**config.mk**
```make
export PLATFORM = sky130hd
export DESIGN_NAME = fsli_top
export DESIGN_NICKNAME = d
export VERILOG_FILES = /design/src/shared/fsli_pkg.sv /design/src/fsli_top.sv
export SDC_FILE = /design/constraint.sdc
export NUM_CORES = 1
export LEC_CHECK = 0
export BUFFER_PORTS_ARGS = -buffer_cell sky130_fd_sc_hd__buf_2
export CAP_MARGIN = 20
export CELL_PAD_IN_SITES_DETAIL_PLACEMENT = 2
export CELL_PAD_IN_SITES_GLOBAL_PLACEMENT = 2
export CORE_AREA = 2 2 118 120
export CTS_CLUSTER_SIZE = 10
export DETAILED_ROUTE_END_ITERATION = 7
export DIE_AREA = 0 0 120 122
export PLACE_DENSITY = 0.9
export SETUP_SLACK_MARGIN = 0.15
export SYNTH_ARGS = -nofsm -noshare
export SYNTH_HDL_FRONTEND = slang
export SYNTH_SLANG_ARGS = --single-unit
```
**constraint.sdc**
```tcl
create_clock -name clk_i -period 2 [get_ports clk_i]
set_input_delay 0.2 -clock clk_i [delete_from_list [all_inputs] [get_ports clk_i]]
set_output_delay 0.2 -clock clk_i [all_outputs]
set_load 0.02 [all_outputs]
```
**src/shared/fsli_pkg.sv**
```systemverilog
// constants, register map and pattern codes of the fieldbus indicator block
package fsli_pkg;
   // ---------------------------------------------------------------
   // timebase
   // ---------------------------------------------------------------
   localparam int unsigned CLK_HZ = 10_000_000;
   localparam int unsigned FLICK_HALF_MS = 50;
   localparam int unsigned TICK_CYC_DEF = FLICK_HALF_MS * (CLK_HZ / 1000);
   localparam int TB_W = 20;
   localparam logic [1:0] TICKS_PER_SLOT_M1 = 2'h3;
   localparam logic [3:0] SLOT_LAST = 4'h9;
   localparam logic [3:0] FLASH_A = 4'h0;
   localparam logic [3:0] FLASH_B = 4'h2;
   localparam logic [3:0] FLASH_C = 4'h4;
   // ---------------------------------------------------------------
   // register map (byte addresses)
   // ---------------------------------------------------------------
   localparam int AW = 5;
   localparam logic [4:0] OFS_CTRL = 5'h00;
   localparam logic [4:0] OFS_AL = 5'h04;
   localparam logic [4:0] OFS_HOLD = 5'h08;
   localparam logic [4:0] OFS_ERRC = 5'h0C;
   localparam logic [4:0] OFS_STAT = 5'h10;
   localparam logic [4:0] OFS_ISTAT = 5'h14;
   localparam logic [4:0] OFS_IMASK = 5'h18;
   localparam logic [4:0] OFS_ROT = 5'h1C;
   localparam int CTRL_ERR_EN = 0;
   localparam int CTRL_OPT_EN = 1;
   localparam int CTRL_IDENT = 2;
   localparam logic [3:0] CTRL_RST = 4'h2;
   localparam logic [3:0] AL_INIT = 4'h1;
   localparam logic [3:0] AL_PREOP = 4'h2;
   localparam logic [3:0] AL_BOOT = 4'h3;
   localparam logic [3:0] AL_SAFEOP = 4'h4;
   localparam logic [3:0] AL_OP = 4'h8;
   localparam int ERR_WDOG = 0;
   localparam int ERR_LOCAL = 1;
   localparam int ERR_CONFIG = 2;
   localparam int ERR_BOOT = 3;
   localparam int IRQ_LINK = 0;
   localparam int IRQ_ANEG = 2;
   localparam int STAT_LINK = 0;
   localparam int STAT_LAMP = 2;
   localparam int STAT_RUN = 4;
   localparam int STAT_ERR = 5;
   localparam int STAT_BOOT = 6;
   localparam logic [7:0] FAULT_CODE = 8'h11;
   // ---------------------------------------------------------------
   // ports and synchronised pin vector layout
   // ---------------------------------------------------------------
   localparam int NPORTS = 2;
   localparam int PORT_UP = 0;
   localparam int PORT_DOWN = 1;
   localparam int PIN_LINK = 0;
   localparam int PIN_ACT = 2;
   localparam int PIN_ANL = 4;
   localparam int PIN_ANR = 6;
   localparam int PIN_ANU = 8;
   localparam int PIN_ROT = 10;
   localparam int PIN_W = 14;
   typedef enum logic [7:0] {
      PAT_OFF = 8'h01,
      PAT_ON = 8'h02,
      PAT_FLICK = 8'h04,
      PAT_BLINK = 8'h08,
      PAT_SINGLE = 8'h10,
      PAT_DOUBLE = 8'h20,
      PAT_TRIPLE = 8'h40,
      PAT_INVDBL = 8'h80
   } fsli_pat_t;
endpackage : fsli_pkg

```
**src/fsli_top.sv**
```systemverilog
// fieldbus status lamp indicator with avalon register slave
//
// The Avalon-MM slave port and the register addresses were chosen for this implementation.
`timescale 1ns/1ns
`default_nettype none
module fsli_top #(
   parameter int unsigned TICK_CYC = fsli_pkg::TICK_CYC_DEF
) (
   input wire logic clk_i,
   input wire logic rst_n_i,
   input wire logic [4:0] avs_address_i,
   input wire logic avs_read_i,
   input wire logic avs_write_i,
   input wire logic [3:0] avs_byteenable_i,
   input wire logic [31:0] avs_writedata_i,
   output logic [31:0] avs_readdata_o,
   output logic avs_waitrequest_o,
   input wire logic upstream_port_link_i,
   input wire logic upstream_port_act_i,
   input wire logic upstream_port_aneg_local_i,
   input wire logic upstream_port_aneg_remote_i,
   input wire logic upstream_port_aneg_unknown_i,
   input wire logic downstream_port_link_i,
   input wire logic downstream_port_act_i,
   input wire logic downstream_port_aneg_local_i,
   input wire logic downstream_port_aneg_remote_i,
   input wire logic downstream_port_aneg_unknown_i,
   input wire logic [3:0] rotary_switch_i,
   output logic [1:0] port_link_activity_lamp_o,
   output logic run_lamp_o,
   output logic error_lamp_o,
   output logic fieldbus_fault_o,
   output logic [7:0] fieldbus_fault_display_code_o,
   output logic irq_o
);
   // ---------------------------------------------------------------
   // state
   // ---------------------------------------------------------------
   typedef struct packed {
      logic ack;
      logic [31:0] rdata;
      logic [3:0] ctrl;
      logic [3:0] al;
      logic boot;
      logic [1:0] hold;
      logic [3:0] errc;
      logic [3:0] istat;
      logic [3:0] imask;
      logic [13:0] sy1;
      logic [13:0] sy2;
      logic [1:0] link_d;
      logic [1:0] aneg_d;
      logic [1:0] act_seen;
      logic [1:0] act_win;
      logic [19:0] tb;
      logic [1:0] sub;
      logic flick;
      logic blink;
      logic [3:0] slot;
      logic [1:0] plamp;
      logic run;
      logic err;
      logic fault;
      logic [7:0] code;
   } fsli_st_t;

   localparam fsli_st_t ST_RST = '{ctrl: fsli_pkg::CTRL_RST,
                                   boot: 1'b1, default: '0};
   localparam logic [19:0] TICK_LAST = 20'(TICK_CYC - 1);

   fsli_st_t s_r;
   fsli_st_t s_nxt;
   logic [13:0] pins;
   logic [1:0] lnk;
   logic [1:0] act;
   logic [1:0] anl;
   logic [1:0] anr;
   logic [1:0] anu;
   logic [3:0] rot;
   logic tick;
   logic in_init;
   logic [4:0] req_adr;
   logic wr_ok;
   logic [31:0] rd_val;
   fsli_pkg::fsli_pat_t pcode [2];
   fsli_pkg::fsli_pat_t rcode;
   fsli_pkg::fsli_pat_t ecode;

   // ---------------------------------------------------------------
   // pattern generator
   // ---------------------------------------------------------------
   function automatic logic pat_out(input fsli_pkg::fsli_pat_t c,
                                    input logic fl,
                                    input logic bl,
                                    input logic [3:0] sl);
      logic one;
      logic two;
      logic three;
      one = (sl == fsli_pkg::FLASH_A);
      two = one | (sl == fsli_pkg::FLASH_B);
      three = two | (sl == fsli_pkg::FLASH_C);
      case (c)
         fsli_pkg::PAT_OFF: pat_out = 1'b0;
         fsli_pkg::PAT_ON: pat_out = 1'b1;
         fsli_pkg::PAT_FLICK: pat_out = fl;
         fsli_pkg::PAT_BLINK: pat_out = bl;
         fsli_pkg::PAT_SINGLE: pat_out = one;
         fsli_pkg::PAT_DOUBLE: pat_out = two;
         fsli_pkg::PAT_TRIPLE: pat_out = three;
         fsli_pkg::PAT_INVDBL: pat_out = ~two;
         default: pat_out = 1'b0;
      endcase
   endfunction : pat_out

   // ---------------------------------------------------------------
   // pin mapping and decode
   // ---------------------------------------------------------------
   // upstream connector is index zero, downstream index one
   assign pins = {rotary_switch_i,
                  downstream_port_aneg_unknown_i,
                  upstream_port_aneg_unknown_i,
                  downstream_port_aneg_remote_i,
                  upstream_port_aneg_remote_i,
                  downstream_port_aneg_local_i,
                  upstream_port_aneg_local_i,
                  downstream_port_act_i,
                  upstream_port_act_i,
                  downstream_port_link_i,
                  upstream_port_link_i};
   assign lnk = s_r.sy2[fsli_pkg::PIN_LINK +: 2];
   assign act = s_r.sy2[fsli_pkg::PIN_ACT +: 2];
   assign anl = s_r.sy2[fsli_pkg::PIN_ANL +: 2];
   assign anr = s_r.sy2[fsli_pkg::PIN_ANR +: 2];
   assign anu = s_r.sy2[fsli_pkg::PIN_ANU +: 2];
   assign rot = s_r.sy2[fsli_pkg::PIN_ROT +: 4];
   assign tick = (s_r.tb == TICK_LAST);
   assign in_init = (s_r.al == fsli_pkg::AL_INIT) && !s_r.boot;
   assign req_adr = avs_address_i;
   assign wr_ok = avs_write_i && s_r.ack && avs_byteenable_i[0];

   // ---------------------------------------------------------------
   // lamp selection
   // ---------------------------------------------------------------
   always_comb begin
      for (int p = 0; p < fsli_pkg::NPORTS; p++) begin
         if (lnk[p]) begin
            if (s_r.hold[p]) begin
               pcode[p] = s_r.ctrl[fsli_pkg::CTRL_OPT_EN] ?
                          fsli_pkg::PAT_INVDBL : fsli_pkg::PAT_OFF;
            end else if (s_r.act_seen[p]) begin
               pcode[p] = fsli_pkg::PAT_FLICK;
            end else begin
               pcode[p] = fsli_pkg::PAT_ON;
            end
         end else if (!s_r.ctrl[fsli_pkg::CTRL_OPT_EN]) begin
            pcode[p] = fsli_pkg::PAT_OFF;
         end else if (anl[p]) begin
            pcode[p] = fsli_pkg::PAT_SINGLE;
         end else if (anr[p]) begin
            pcode[p] = fsli_pkg::PAT_DOUBLE;
         end else if (anu[p]) begin
            pcode[p] = fsli_pkg::PAT_TRIPLE;
         end else begin
            pcode[p] = fsli_pkg::PAT_OFF;
         end
      end
   end

   always_comb begin
      if (s_r.ctrl[fsli_pkg::CTRL_IDENT]) begin
         rcode = fsli_pkg::PAT_TRIPLE;
      end else if (s_r.boot || s_r.al == fsli_pkg::AL_BOOT) begin
         rcode = s_r.ctrl[fsli_pkg::CTRL_OPT_EN] ?
                 fsli_pkg::PAT_FLICK : fsli_pkg::PAT_OFF;
      end else begin
         case (s_r.al)
            fsli_pkg::AL_INIT: rcode = fsli_pkg::PAT_OFF;
            fsli_pkg::AL_PREOP: rcode = fsli_pkg::PAT_BLINK;
            fsli_pkg::AL_SAFEOP: rcode = fsli_pkg::PAT_SINGLE;
            fsli_pkg::AL_OP: rcode = fsli_pkg::PAT_ON;
            default: rcode = fsli_pkg::PAT_OFF;
         endcase
      end
   end

   // lamp stays dark unless software explicitly enables it
   always_comb begin
      if (!s_r.ctrl[fsli_pkg::CTRL_ERR_EN]) begin
         ecode = fsli_pkg::PAT_OFF;
      end else if (s_r.errc[fsli_pkg::ERR_WDOG]) begin
         ecode = fsli_pkg::PAT_DOUBLE;
      end else if (s_r.errc[fsli_pkg::ERR_LOCAL]) begin
         ecode = fsli_pkg::PAT_SINGLE;
      end else if (s_r.errc[fsli_pkg::ERR_CONFIG]) begin
         ecode = fsli_pkg::PAT_BLINK;
      end else if (s_r.errc[fsli_pkg::ERR_BOOT] && in_init &&
                   s_r.ctrl[fsli_pkg::CTRL_OPT_EN]) begin
         ecode = fsli_pkg::PAT_FLICK;
      end else begin
         ecode = fsli_pkg::PAT_OFF;
      end
   end

   // ---------------------------------------------------------------
   // register read mux
   // ---------------------------------------------------------------
   always_comb begin
      rd_val = '0;
      case (req_adr)
         fsli_pkg::OFS_CTRL: rd_val[3:0] = s_r.ctrl;
         fsli_pkg::OFS_AL: rd_val[3:0] = s_r.al;
         fsli_pkg::OFS_HOLD: rd_val[1:0] = s_r.hold;
         fsli_pkg::OFS_ERRC: rd_val[3:0] = s_r.errc;
         fsli_pkg::OFS_STAT: begin
            rd_val[fsli_pkg::STAT_LINK +: 2] = lnk;
            rd_val[fsli_pkg::STAT_LAMP +: 2] = s_r.plamp;
            rd_val[fsli_pkg::STAT_RUN] = s_r.run;
            rd_val[fsli_pkg::STAT_ERR] = s_r.err;
            rd_val[fsli_pkg::STAT_BOOT] = s_r.boot;
         end
         fsli_pkg::OFS_ISTAT: rd_val[3:0] = s_r.istat;
         fsli_pkg::OFS_IMASK: rd_val[3:0] = s_r.imask;
         // switch id is only exposed while in init
         fsli_pkg::OFS_ROT: rd_val[3:0] = in_init ? rot : 4'h0;
         default: rd_val = '0;
      endcase
   end

   // ---------------------------------------------------------------
   // next state
   // ---------------------------------------------------------------
   always_comb begin
      s_nxt = s_r;
      s_nxt.sy1 = pins;
      s_nxt.sy2 = s_r.sy1;
      // bus: one wait cycle, then answer
      s_nxt.ack = (avs_read_i || avs_write_i) && !s_r.ack;
      if (avs_read_i && !s_r.ack) begin
         s_nxt.rdata = rd_val;
      end
      if (wr_ok) begin
         case (req_adr)
            fsli_pkg::OFS_CTRL: s_nxt.ctrl = avs_writedata_i[3:0];
            fsli_pkg::OFS_AL: begin
               s_nxt.al = avs_writedata_i[3:0];
               s_nxt.boot = 1'b0;
            end
            fsli_pkg::OFS_HOLD: s_nxt.hold = avs_writedata_i[1:0];
            fsli_pkg::OFS_ERRC: s_nxt.errc = avs_writedata_i[3:0];
            fsli_pkg::OFS_ISTAT: begin
               s_nxt.istat = s_r.istat & ~avs_writedata_i[3:0];
            end
            fsli_pkg::OFS_IMASK: s_nxt.imask = avs_writedata_i[3:0];
            default: ;
         endcase
      end
      // events set after the clear so that the set wins
      s_nxt.link_d = lnk;
      s_nxt.aneg_d = anl | anr | anu;
      s_nxt.istat[fsli_pkg::IRQ_LINK +: 2] =
         s_nxt.istat[fsli_pkg::IRQ_LINK +: 2] | (lnk ^ s_r.link_d);
      s_nxt.istat[fsli_pkg::IRQ_ANEG +: 2] =
         s_nxt.istat[fsli_pkg::IRQ_ANEG +: 2] |
         (s_nxt.aneg_d & ~s_r.aneg_d);
      // shared timebase
      s_nxt.tb = tick ? '0 : s_r.tb + 20'h00001;
      // latch a whole tick window so that a quiet sample at the tick does
      // not drop a busy port back to steady for a cycle
      s_nxt.act_win = tick ? 2'h0 : (s_r.act_win | act);
      s_nxt.act_seen = tick ? (s_r.act_win | act) : s_r.act_seen;
      if (tick) begin
         s_nxt.flick = ~s_r.flick;
         s_nxt.sub = s_r.sub + 2'h1;
         if (s_r.sub == fsli_pkg::TICKS_PER_SLOT_M1) begin
            s_nxt.blink = ~s_r.blink;
            s_nxt.slot = (s_r.slot == fsli_pkg::SLOT_LAST) ?
                         4'h0 : s_r.slot + 4'h1;
         end
      end
      for (int p = 0; p < fsli_pkg::NPORTS; p++) begin
         s_nxt.plamp[p] = pat_out(pcode[p], s_r.flick, s_r.blink,
                                  s_r.slot);
      end
      s_nxt.run = pat_out(rcode, s_r.flick, s_r.blink, s_r.slot);
      s_nxt.err = pat_out(ecode, s_r.flick, s_r.blink, s_r.slot);
      s_nxt.fault = |s_r.errc;
      s_nxt.code = (|s_r.errc) ? fsli_pkg::FAULT_CODE : 8'h00;
   end

   always_ff @(posedge clk_i or negedge rst_n_i) begin
      if (!rst_n_i) begin
         s_r <= ST_RST;
      end else begin
         s_r <= s_nxt;
      end
   end

   // ---------------------------------------------------------------
   // outputs
   // ---------------------------------------------------------------
   assign avs_readdata_o = s_r.rdata;
   assign avs_waitrequest_o = (avs_read_i || avs_write_i) && !s_r.ack;
   assign port_link_activity_lamp_o = s_r.plamp;
   assign run_lamp_o = s_r.run;
   assign error_lamp_o = s_r.err;
   assign fieldbus_fault_o = s_r.fault;
   assign fieldbus_fault_display_code_o = s_r.code;
   assign irq_o = |(s_r.istat & s_r.imask);
endmodule : fsli_top
`default_nettype wire

```
==> results of run 1 <==
==> per-stage QoR <==
step                total power, mW  setup slack (ps)
floorplan                     2.496             375.5
global placement              2.577             216.5
detailed placement            2.610             157.8
CTS                           4.504             120.4
global route                  4.651             126.7
finish                        4.473             205.6
==> area by class of cell <==
type,instances,area share (%)
Clock buffer,10,4.448
Clock inverter,6,1.421
Inverter,9,0.6288
Multi-Input combinational cell,262,33.86
Sequential cell,100,46.62
Tap cell,180,4.192
Timing Repair Buffer,70,8.826
==> cells in the final DEF (no fill, tap or decap), drive strengths merged, types with 8 or more instances in the layout <==
cell type    instances
or3                  9
nor2                17
mux2                21
nor3                18
conb                31
o21ai               18
inv                 13
buf                 55
xnor2                8
xor2                12
nand2               22
dlygate4sd3         15
dfrtp               98
nand3               15
clkbuf              10
==> flip-flops by register name (all words and copies together), names as in the netlist, 2 cells and up <==
signal                     flops
s_nxt                         14
act                            2
rot                            4
anl                            2
avs_readdata_o                 7
anu                            2
s_r                           60
lnk                            2
port_link_activity_lamp_o      2
anr                            2
==> kinds of logic (layout without fill, tap and decap cells) <==
kind of cell	Yosys count	count (layout)	synth area share, %
AND/OR/NAND/NOR	126	126	16.02
flip-flops	100	100	54.64
buffers and inverters	62	95	9.361
AO/OA/AOI/OAI	54	54	7.997
multiplexers	29	29	7.533
XOR/XNOR	20	20	3.821
adder cells (fa/ha/maj)	2	2	0.5458
other	1	31	0.08180
==> worst max-delay path: stages (launching register included) <==
cell and delay [ps]:
sky130_fd_sc_hd__dfrtp_1 410, sky130_fd_sc_hd__ha_2 250, sky130_fd_sc_hd__and4_2 290, sky130_fd_sc_hd__nand4_1 250
sky130_fd_sc_hd__nor3_1 250, sky130_fd_sc_hd__xor2_1 260
==> report_power, final <==
group	switching [mW]	internal [mW]
Sequential	0.0765	2.10
Clock	0.834	1.03
Combinational	0.278	0.150
Total	1.19	3.28
==> layer usage <==
| layer | up-vias | global-route usage (%) | wire length, um | share of wire (%) |
|---|---|---|---|---|
| li1 | 1444 | - | - | - |
| met1 | 1677 | 21.08 | 5202 | 39 |
| met2 | 83 | 34.38 | 7377 | 55 |
| met3 | 27 | 4.869 | 523 | 3.9 |
| met4 | 0 | 6.985 | 308 | 2.3 |
| met5 | - | 0 | 0 | 0 |
==> worst paths after layout <==
kind / slack, ps / to
min in group asynchronous: 310 / s_r[98]
min reg2reg: 350 / anl[0]
max: 210 / s_r[15]
max reg2reg: 210 / s_r[15]
min: 120 / s_r[132]
max in group asynchronous: 1020 / s_r[79]
==> what timing repair did <==
item	4_1_cts	5_1_grt
endpoints found under the setup margin	9	23
buffers inserted	0	3
hold buffers	15	0
resized for setup	3	11
hold endpoints to repair	38	0
pin swaps	1	4
==> impl.org, run 1 <==
** Finish
- After routing the design area is 0.005373 sq mm.
- The number of antenna diodes in the final layout is 0.
- Layout fillers :: roughly 1400
- Fraction of final layout cells with drive strength greater than 1 :: 24.95%
- In the final layout, flip-flops and latches occupy around 0.0025 sq mm.
- After the last flow step, the layout net total stands at 513.
- P&R area growth vs syn :: 17.19%
- Area of the multi-input gates :: 0.001819 sq mm
- Layout Cells excl Fill :: 637
- Core Util, Final :: approximately 40%

** Timing
- Setup repair after global routing missed its margin :: yes
- Setup violations remaining at the end of the flow were counted as 0.
- Setup clock skew after layout :: roughly 13 ps
- The routed design could run at a clock period as short as 1794 ps.
- WHS :: about 120 ps
- At the pin with the least slew margin, the transition time is approximately 560 ps.
- The hold violation count in the final report came to 0.
- Max-slew violation total from the final report :: 0
- Total negative slack :: 0 ps
- In this run the tightest slew margin relative to its limit is 61.76%.
- Based on the critical path, the design can be clocked at up to 557.3 MHz.
- The worst path uses ~90% of the clock period.

** Worst setup path
- STA classifies the critical path startpoint as a register.
- Arrival time reported for the critical path endpoint :: between 2000 and 2500 ps
- STA classifies the critical path endpoint as a register.
- Maximum fanout encountered on the critical timing path :: 5
- R2r worst-path depth :: 5
- In this run the critical register-to-register path is launched from s_r[21].
- Start-to-end type of the worst setup path :: register to register
- Req. time, crit path :: approximately 2300 ps
- The most critical setup path has its startpoint at s_r[21].

** Global routing
- The first global-routing pass estimated between 20000 and 25000 um of wire.
- Number of global-route vias before repair :: between 3000 and 4000
- Maximum number of pins on one net before global-route repair :: 52
- Remaining Overflow, GRT :: 0
- Antenna violations before repair :: 0
- Global Route Usage Sum :: around a fifth

** CTS
- Counting every sink on the clock net gives 100.
- Clock latency on the worst-skew pair :: ~360 ps
- The cell sitting at the root of the clock tree is a sky130_fd_sc_hd__clkbuf_16.
- Number of clock buffers inserted by TritonCTS :: 9
- After clock tree synthesis, the clock-pin slew on the worst setup and hold paths is ~80 ps.
- CTS tree :: done
- The H-tree was split into 3 levels.
- CTS max path bufs :: 2

** Logic synthesis
- After synthesis, the share of flip-flops with an asynchronous set or reset is 100.0%.
- Count of unique library cells instantiated by Yosys :: 59
- FF+latch count, synth :: 100
- Each instance of the synthesized netlist takes up on average between 10 and 15 sq um.
- The most common cell in the synthesized netlist is sky130_fd_sc_hd__dfrtp_1.
- The biggest area contributor in the post-synthesis netlist is sky130_fd_sc_hd__dfrtp_1.
- Ranking of synthesized cells by instance count :: 98 x sky130_fd_sc_hd__dfrtp_1, 42 x sky130_fd_sc_hd__buf_4, 22 x sky130_fd_sc_hd__nand2_1
- The synthesized design devotes to its leading area cell type between 50% and 60% of total area.
- Sequential elements use between 50 and 60% of the synthesized area.
- For this run, the number of Yosys warnings is 0.
- After technology mapping, the gate count stands at 394.
- The synthesized design contains 0 enable-type register cells.
- In the synthesized netlist the dominant register cell turns out to be sky130_fd_sc_hd__dfrtp_1.
- Yosys attributes the largest share of cell area to sky130_fd_sc_hd__dfrtp_1 53%, sky130_fd_sc_hd__buf_4 6.9%, sky130_fd_sc_hd__mux2_2 5.2%.
- Area of the mapped netlist :: 0.004584 sq mm

** Run
- Maximum capacitance violations :: 0

** Die
- For this configuration, the core starts out at a cell density of roughly a third.
- Area of the placeable core :: 0.01350 sq mm
- Y dimension of the die :: between 100 and 150 um
- The floorplan step set the die width to approximately 120 um.
- The die covers roughly 0.015 sq mm.
- In this run the core area contains 43 standard-cell rows.
- I/O pin total :: between 100 and 150

** Routing
- For this run, design rule violations remaining after detail routing come to 0.
- Per-cell via count in the routed design :: between 5 and 6
- First-pass iteration count of the detailed router :: 4
- Overall via count from detail_route :: around 3200
- The first routing iteration left between 200 and 250 violations.
- Post-DR wirelength/cell :: around 21 um
- Remaining number of nets flagged by the antenna check after routing :: 0
- Summed over all layers, the routed wires come to between 10000 and 15000 um.

** Worst hold path
- Cell depth of the worst hold path :: 3
- Hold crit path type :: primary input to register
- Hold Startpoint :: avs_read_i

** Place
- In this run the cell area measured after placement is 0.004825 sq mm.
- # port buffers :: 43
- Routability congestion estimate from global placement :: 0.7989
- Detailed Place HPWL :: between 8000 and 9000 um
- After detailed placement, the design holds a cell count of around 600.

** Power
- Pwr Density :: roughly 830 mW/mm^2
- Maximum vdd drop :: around 0.6 mV
- Summed over all cells, the static leakage comes to 2.442 nW.

** Outcome
- The run finished with clean final reports.
(Power assumes the default switching activity.)
==> run 2, diff against run 1 <==
--- a/config.mk
+++ b/config.mk
@@ -13,6 +13,7 @@
 export CTS_CLUSTER_SIZE = 10
 export DETAILED_ROUTE_END_ITERATION = 7
 export DIE_AREA = 0 0 120 122
+export MAX_ROUTING_LAYER = met4
 export PLACE_DENSITY = 0.9
 export SETUP_SLACK_MARGIN = 0.15
 export SYNTH_ARGS = -nofsm -noshare
==> impl.org, run 2 (synthesis results as in run 1) <==
** Outcome
- The run finished with clean final reports.

** Global routing
- Number of global-route vias before repair :: around 3600
- The total overflow left after global routing is 0.
- Most Crowded Layer GR :: met2
- For this run, global-route usage on met1 was measured as between 20% and 30%.
- Global routing met2 resource utilization :: between 30% and 40%
- Entering global routing, the biggest net connects 52 pins.
- The first global-routing pass estimated around 21000 um of wire.
- Met3 layer usage reported by global route :: between 4 and 5%
- The initial antenna violation count was 0.
- Global Route Usage Sum :: between 10% and 20%

** Place
- In this run, placement finished with an instance count of 603.
- Detailed Place HPWL :: roughly 8800 um
- Summing all placed instances gives a cell area of about 0.0048 sq mm.
- Routability congestion estimate from global placement :: around 0.81
- Input and output buffers added on the ports amount to 43.

** Worst setup path
- Worst r2r src :: s_r[21]
- Worst setup slack for register-to-register paths :: slightly above 200 ps
- The endpoint identified for the worst register-to-register timing path is s_r[15].
- Worst setup SP type :: register
- Req. time, crit path :: 2260 ps
- Data on the critical path arrives at its endpoint at roughly 2100 ps.
- The setup path with the least slack is of type register to register.
- The worst setup path is captured at a register.
- R2r worst-path depth :: 5
- Of all nets on the critical path, the largest fanout is 5.

** Finish
- Max reg flops :: 60
- Area of all placed cells without fillers :: roughly 0.0054 sq mm
- The layout has 1409 filler cells.
- The post-route netlist has 24.95% of its cells at a drive strength greater than 1.
- P&R area growth vs syn :: 17.19%
- Area of the multi-input gates :: approximately 0.0018 sq mm
- Most common cell after layout, fill and taps aside :: sky130_fd_sc_hd__dfrtp_1
- The sequential cells in the finished layout cover a total of around 0.0025 sq mm.
- Layout Cells excl Fill :: 637
- The final layout contains approximately 510 nets.
- Count of antenna diodes in the layout :: 0
- More flip-flops sit in one register than any other, and that register is s_r.
- The library cells used most frequently in the layout, excluding fill and tap cells, are 98 x sky130_fd_sc_hd__dfrtp_1, 42 x sky130_fd_sc_hd__buf_2, 31 x sky130_fd_sc_hd__conb_1.
- Core Util, Final :: around two fifths

** Timing
- In the finished design, the share of the clock period the worst path needs comes to 89.70%.
- Minimum clock period after layout :: about 1800 ps
- The number of slew-limit violations in the final report came to 0.
- On the final layout, the worst clock skew is ~14 ps.
- Max-slew headroom :: between 60% and 70%
- Setup total negative slack on the finished layout was measured at 0 ps.
- Fmax :: roughly 560 MHz
- Hold violation count in the final report :: 0
- Number of setup violations in the final report :: 0
- Least-Margin Pin Slew :: approximately 560 ps
- Setup repair after global routing could not meet its margin everywhere.

** Routing
- Remaining number of nets flagged by the antenna check after routing :: 0
- Post-DR wirelength/cell :: ~21 um
- DRT iter0 DRCs :: ~300
- Final Routed Wirelength :: 13460 um
- Overall via count from detail_route :: around 3200
- Per-cell via count in the routed design :: 5.072
- The first detailed-routing pass took 4 iterations.
- After detailed routing, the number of remaining DRC violations is 0.

** Die
- Initial Utilization :: about a third
- Y dimension of the die :: 122 um
- Overall die area :: between 0.01 and 0.015 sq mm
- I/O pin total :: around 110
- Row generation in the floorplan step produced 43 rows.
- Area of the placeable core :: 0.01350 sq mm
- The floorplan step set the die width to approximately 120 um.

** Worst hold path
- Cell depth of the worst hold path :: 3
- The startpoint identified for the worst hold timing path is avs_read_i.
- Hold Path Sink :: s_r[132]
- The min-delay analysis places its worst path in the category primary input to register.

** Power
- Summed over all cells, the static leakage comes to about 2.4 nW.
- Pwr Density :: around 830 mW/mm^2
- Maximum vdd drop :: slightly below 0.6 mV

** CTS
- Clock latency on the worst-skew pair :: 360 ps
- H-Tree Level Count :: 3
- Counting the buffers created by CTS gives 9.
- In this run the deepest clock path goes through 2 buffers.
- CTS Root Cell :: sky130_fd_sc_hd__clkbuf_16
- Count of clock tree sinks :: 100
- CTS tree :: done
- Register clock-pin slew on the reported worst setup and hold paths :: 80 ps

** Run
- Maximum capacitance violations :: 0
[run 2: worst max path at each step]
stage               to  depth (start not counted)  startpoint
5_1_grt        s_r[16]                          5     s_r[21]
2_1_floorplan  s_r[20]                          5     s_r[21]
4_1_cts        s_r[15]                          5     s_r[28]
3_3_place_gp   s_r[16]                          5     s_r[28]
6_report       s_r[15]                          5     s_r[21]
3_5_place_dp   s_r[16]                          5     s_r[28]
[run 2: metal layers]
layer	vias to the layer above	share of wire [%]
met1	1676	39
met4	0	2.1
met3	22	4.1
met5	-	0
met2	88	55
li1	1445	-
[run 2: power breakdown]
| group | internal [mW] | switching, mW | total, mW |
|---|---|---|---|
| clock | 1.03 | 0.840 | 1.87 |
| sequential | 2.10 | 0.0764 | 2.18 |
| combinational | 0.150 | 0.279 | 0.429 |
| total | 3.28 | 1.19 | 4.48 |
[run 2: timing repair]
item	in CTS	in global routing
gates resized for setup	3	11
endpoints found under the hold margin	38	0
setup buffers	0	3
endpoints found under the setup margin	9	23
pin swaps	1	4
hold buffers	15	0
[run 2: critical path: stages, from the launching register on]
cell                      delay, ps
sky130_fd_sc_hd__dfrtp_1        410
sky130_fd_sc_hd__ha_2           250
sky130_fd_sc_hd__and4_2         290
sky130_fd_sc_hd__nand4_1        250
sky130_fd_sc_hd__nor3_1         250
sky130_fd_sc_hd__xor2_1         260
[run 2: stage by stage]
| step | power [mW] | setup slack, ps | hold slack, ps |
|---|---|---|---|
| global route | 4.651 | 126.7 | 161.2 |
| floorplan | 2.496 | 375.5 | -95.59 |
| global placement | 2.577 | 216.5 | 149.9 |
| CTS | 4.504 | 120.4 | 131.4 |
| finish | 4.479 | 206.0 | 121.8 |
| detailed placement | 2.610 | 157.8 | 159.9 |
[run 2: final cells by class]
class                   instances  area share (%)
clock buffers                  10           4.448
repair buffers                 70           8.826
clock inverters                 6           1.421
well taps                     180           4.192
multi-input cells             262           33.86
inverters                       9          0.6288
flip-flops and latches        100           46.62
==> run 3, diff against run 2 <==
--- a/config.mk
+++ b/config.mk
@@ -5,16 +5,16 @@
 export SDC_FILE = /design/constraint.sdc
 export NUM_CORES = 1
 export LEC_CHECK = 0
+export ABC_AREA = 1
 export BUFFER_PORTS_ARGS = -buffer_cell sky130_fd_sc_hd__buf_2
 export CAP_MARGIN = 20
 export CELL_PAD_IN_SITES_DETAIL_PLACEMENT = 2
 export CELL_PAD_IN_SITES_GLOBAL_PLACEMENT = 2
-export CORE_AREA = 2 2 118 120
-export CTS_CLUSTER_SIZE = 10
+export CORE_AREA = 2 2 127 129
 export DETAILED_ROUTE_END_ITERATION = 7
-export DIE_AREA = 0 0 120 122
+export DIE_AREA = 0 0 129 131
 export MAX_ROUTING_LAYER = met4
-export PLACE_DENSITY = 0.9
+export PLACE_DENSITY = 0.89
 export SETUP_SLACK_MARGIN = 0.15
 export SYNTH_ARGS = -nofsm -noshare
 export SYNTH_HDL_FRONTEND = slang
==> impl.org, run 3 <==
** Outcome
- The flow ran to the end, and the final reports show no timing, DRC or antenna violations.

** Global routing
- Entering global routing, the biggest net connects between 50 and 60 pins.
- The initial antenna violation count is 0.
- The first global-routing pass estimated between 20000 and 25000 um of wire.
- The via count of the first global-routing pass is ~4600.
- The total overflow left after global routing is 0.
- Global Route Usage Sum :: 18.78%

** Logic synthesis
- Synthesized netlist cell count :: about 570
- Multiplexer share of the synthesized area :: 0.2304%
- Number of flops mapped to enable cells by yosys :: 0
- Sequential cell area fraction in the yosys report :: ~51%
- Counting flops and latches in the post-synthesis netlist gives 100.
- Most area-consuming cells after synthesis :: sky130_fd_sc_hd__dfrtp_1 50%, sky130_fd_sc_hd__nand2_1 8.9%, sky130_fd_sc_hd__buf_4 6.5%
- Adder and majority cell fraction of the synthesized area :: 0.5120%
- Combinational family with the most area after synthesis :: simple AND/OR/NAND/NOR gates
- Xor-xnor portion of the synthesized cell area :: about 2.3%
- After synthesis, the share of flip-flops with an asynchronous set or reset is between 90% and 100%.
- Most instantiated flip-flop cell in the synthesis netlist :: sky130_fd_sc_hd__dfrtp_1
- Count of unique library cells instantiated by Yosys :: 35
- Area of the mapped netlist :: just under 0.005 sq mm
- Summed over all instances, the cell type with the most area after synthesis is sky130_fd_sc_hd__dfrtp_1.
- Yosys instantiated no cell more often than sky130_fd_sc_hd__nand2_1.
- Compound-gate portion of the synthesized area :: about 5.5%
- Syn. warnings :: 0
- Dividing the synthesized area by the synthesized cell count gives ~8.6 sq um.
- Simple-gate portion of the synthesized area :: around 27%
- Ranking of synthesized cells by instance count :: 116 x sky130_fd_sc_hd__nand2_1, 98 x sky130_fd_sc_hd__dfrtp_1, 69 x sky130_fd_sc_hd__inv_1
- Share of the synthesized area in the top cell type :: between 50 and 60%

** Finish
- Ranked by flip-flop count, first place goes to s_r.
- After the flow finishes, the layout carries non-filler instances totaling about 850.
- Area of all placed cells without fillers :: between 0.005 and 0.006 sq mm
- Across the whole layout, storage elements account for about 0.0025 sq mm.
- Most common cell after layout, fill and taps aside :: sky130_fd_sc_hd__nand2_1
- In the layout the commonest cells are 116 x sky130_fd_sc_hd__nand2_1, 98 x sky130_fd_sc_hd__dfrtp_1, 69 x sky130_fd_sc_hd__inv_1.
- The register with the most flip-flops in the layout has 60 of them.
- Layout fillers :: roughly 1800
- Final net count :: slightly below 700
- Count of antenna diodes in the layout :: 0
- In the final layout, the multi-input gates occupy between 0.0015 and 0.002 sq mm.
- The area growth from synthesis to layout is 15.75%.
- Of the cells placed in the final design, the portion with a size suffix greater than 1 is 16.11%.

** Place
- The count of buffers added on input and output ports is 43.
- Timing analysis after detailed placement gives a worst setup slack of ~300 ps.
- Including well taps, the total number of placed cells is 817.
- Placed cell areas :: between 0.005 and 0.006 sq mm
- Detailed Place HPWL :: about 11000 um
- The congestion estimate from routability-driven global placement came to roughly 0.88.

** Die
- The floorplan step set the die height to ~130 um.
- Overall die area :: about 0.017 sq mm
- Initial Utilization :: a little under a third
- The floorplan has 46 rows.
- approximately 110 I/O pins were placed.
- The total area inside the core boundary comes to roughly 0.016 sq mm.
- From left edge to right edge, the die measures approximately 130 um.

** Power
- Overall power consumption after layout is estimated at around 4.4 mW.
- Maximum vdd drop :: between 0.5 and 0.6 mV
- Summed over all cells, the static leakage comes to ~2.8 nW.
- Dividing total power by cell area gives a power density of slightly below 800 mW/mm^2.

** Routing
- For this run, the detailed router's first-pass iteration total came to 4.
- Remaining number of nets flagged by the antenna check after routing :: 0
- After detailed routing, the number of remaining DRC violations is 0.
- After detailed routing, the number of vias per cell comes to ~4.8.
- Overall via count from detail_route :: approximately 4000
- After detailed routing, the total wire length is around 14000 um.
- Post-DR wirelength/cell :: 16.82 um
- DRT iter0 DRCs :: between 150 and 200

** Timing
- Adding up every negative setup slack in the final design gives 0 ps.
- The number of slew-limit violations in the final report was 0.
- Fmax :: 590.2 MHz
- Between clock sinks in the finished design, the worst skew comes to 8.205 ps.
- The final critical path takes up between 80% and 90% of the cycle.
- The clock period could shrink to between 1500 and 2000 ps.
- Hold violation count in the final report :: 0
- Number of setup violations in the final report :: 0
- Across all setup checks in the final design, the least slack found is around 310 ps.
- Setup repair after global routing missed its margin :: yes

** CTS
- The clock reaches the later pin of the worst-skew pair after about 360 ps.
- Register clock-pin slew on the reported worst setup and hold paths :: roughly 70 ps
- In this run the number of H-tree levels came out at 3.
- The clock net in this run drives a total of 100 sinks.
- The tree is rooted in a sky130_fd_sc_hd__clkbuf_16.
- The longest clock path from root to sink contains 2 buffers.
- TritonCTS built the clock tree.
- Number of clock buffers inserted by TritonCTS :: 9

** Worst setup path
- STA classifies the critical path startpoint as a register.
- Start-to-end type of the worst setup path :: register to register
- At the worst endpoint, the arrival time is between 1500 and 2000 ps.
- List of cells traversed by the critical path :: ha_1 > nand2_2 > nor2_2 > inv_1 > nor2_2 > and2_4 > nand3_2 > nand2_1 > nand2_1
- On the critical path, the stage with the largest delay is an instance of sky130_fd_sc_hd__dfrtp_1.
- Along the worst path, the maximum fanout reaches 5.
- Crit. End Element :: register
- Req. time, crit path :: 2240 ps
- In this design, the stage delay of the slowest critical-path cell is around 400 ps.

** Run
- Across the run, the number of max-cap violations was 0.

** Worst hold path
- In this run the worst hold path is classified as primary input to register.
[run 3: cell types whose count changed after synthesis, moves of 10 or more]
cell and change:
sky130_fd_sc_hd__mux2_2 -20, sky130_fd_sc_hd__o21ai_0 +17, sky130_fd_sc_hd__nor3_1 -10, sky130_fd_sc_hd__inv_1 +60
sky130_fd_sc_hd__nand3_1 +12, sky130_fd_sc_hd__nor2_1 +44, sky130_fd_sc_hd__nand2_1 +94, sky130_fd_sc_hd__nand4_1 +37
[run 3: kinds of logic (layout without fill, tap and decap cells)]
logic type / count (synthesis) / in the layout
multiplexers: 1 / 1
buffers and inverters: 124 / 159
AO/OA/AOI/OAI: 48 / 48
XOR/XNOR: 13 / 13
flip-flops: 100 / 100
adder cells (fa/ha/maj): 2 / 2
other: 1 / 31
AND/OR/NAND/NOR: 279 / 279
[run 3: timing repair]
| item | in CTS | in global routing |
|---|---|---|
| hold buffers | 15 | 0 |
| endpoints found under the setup margin | 0 | 6 |
| setup buffers | 0 | 2 |
| endpoints found under the hold margin | 42 | 0 |
| gates resized for setup | 0 | 1 |
[run 3: routing by layer]
layer | vias up | GRT usage (%) | wire (um)
li1 | 1885 | - | -
met1 | 2041 | 19.99 | 5749
met2 | 93 | 34.27 | 7636
met3 | 28 | 4.682 | 548
met4 | 0 | 6.074 | 342
met5 | - | - | 0
[run 3: worst paths after layout]
path                               startpoint       to  slack, ps  cells past startpoint
setup reg to reg                      s_r[21]  s_r[16]        310                      9
hold / removal             avs_writedata_i[2]  s_r[98]         70                      3
hold reg to reg                     s_nxt[62]   rot[3]        350                      0
min in group asynchronous             rst_n_i  s_r[84]        330                      2
setup / recovery                      s_r[21]  s_r[16]        310                      9
max in group asynchronous             rst_n_i  s_r[97]        990                      3
[run 3: layout make-up]
| class | instances | share of cell area, % |
|---|---|---|
| Timing Repair Buffer | 67 | 7.919 |
| Tap cell | 216 | 4.778 |
| Clock inverter | 6 | 1.128 |
| Multi-Input combinational cell | 374 | 32.80 |
| Sequential cell | 100 | 44.28 |
| Clock buffer | 9 | 3.981 |
| Inverter | 77 | 5.109 |
[run 3: stage by stage]
stage                     utilization [%]  hold slack [ps]
final                               36.27            72.92
after global routing                36.27            104.9
after CTS                           36.15            66.53
after detailed placement            33.34            169.6
after global placement              33.34            161.5
after floorplan                         -           -95.59
[run 3: worst max-delay path, delay by kind of cell (launching register included)]
kind,cells,cell delay (ps)
and+or+nand+nor,7,870
buffers and inverters,1,80
DFF,1,400
adders and majority gates,1,220
[run 3: where the power goes]
part | switching, mW | internal, mW | total, mW
Clock | 0.793 | 0.963 | 1.76
Sequential | 0.0784 | 2.12 | 2.19
Combinational | 0.313 | 0.135 | 0.448
Total | 1.18 | 3.21 | 4.40
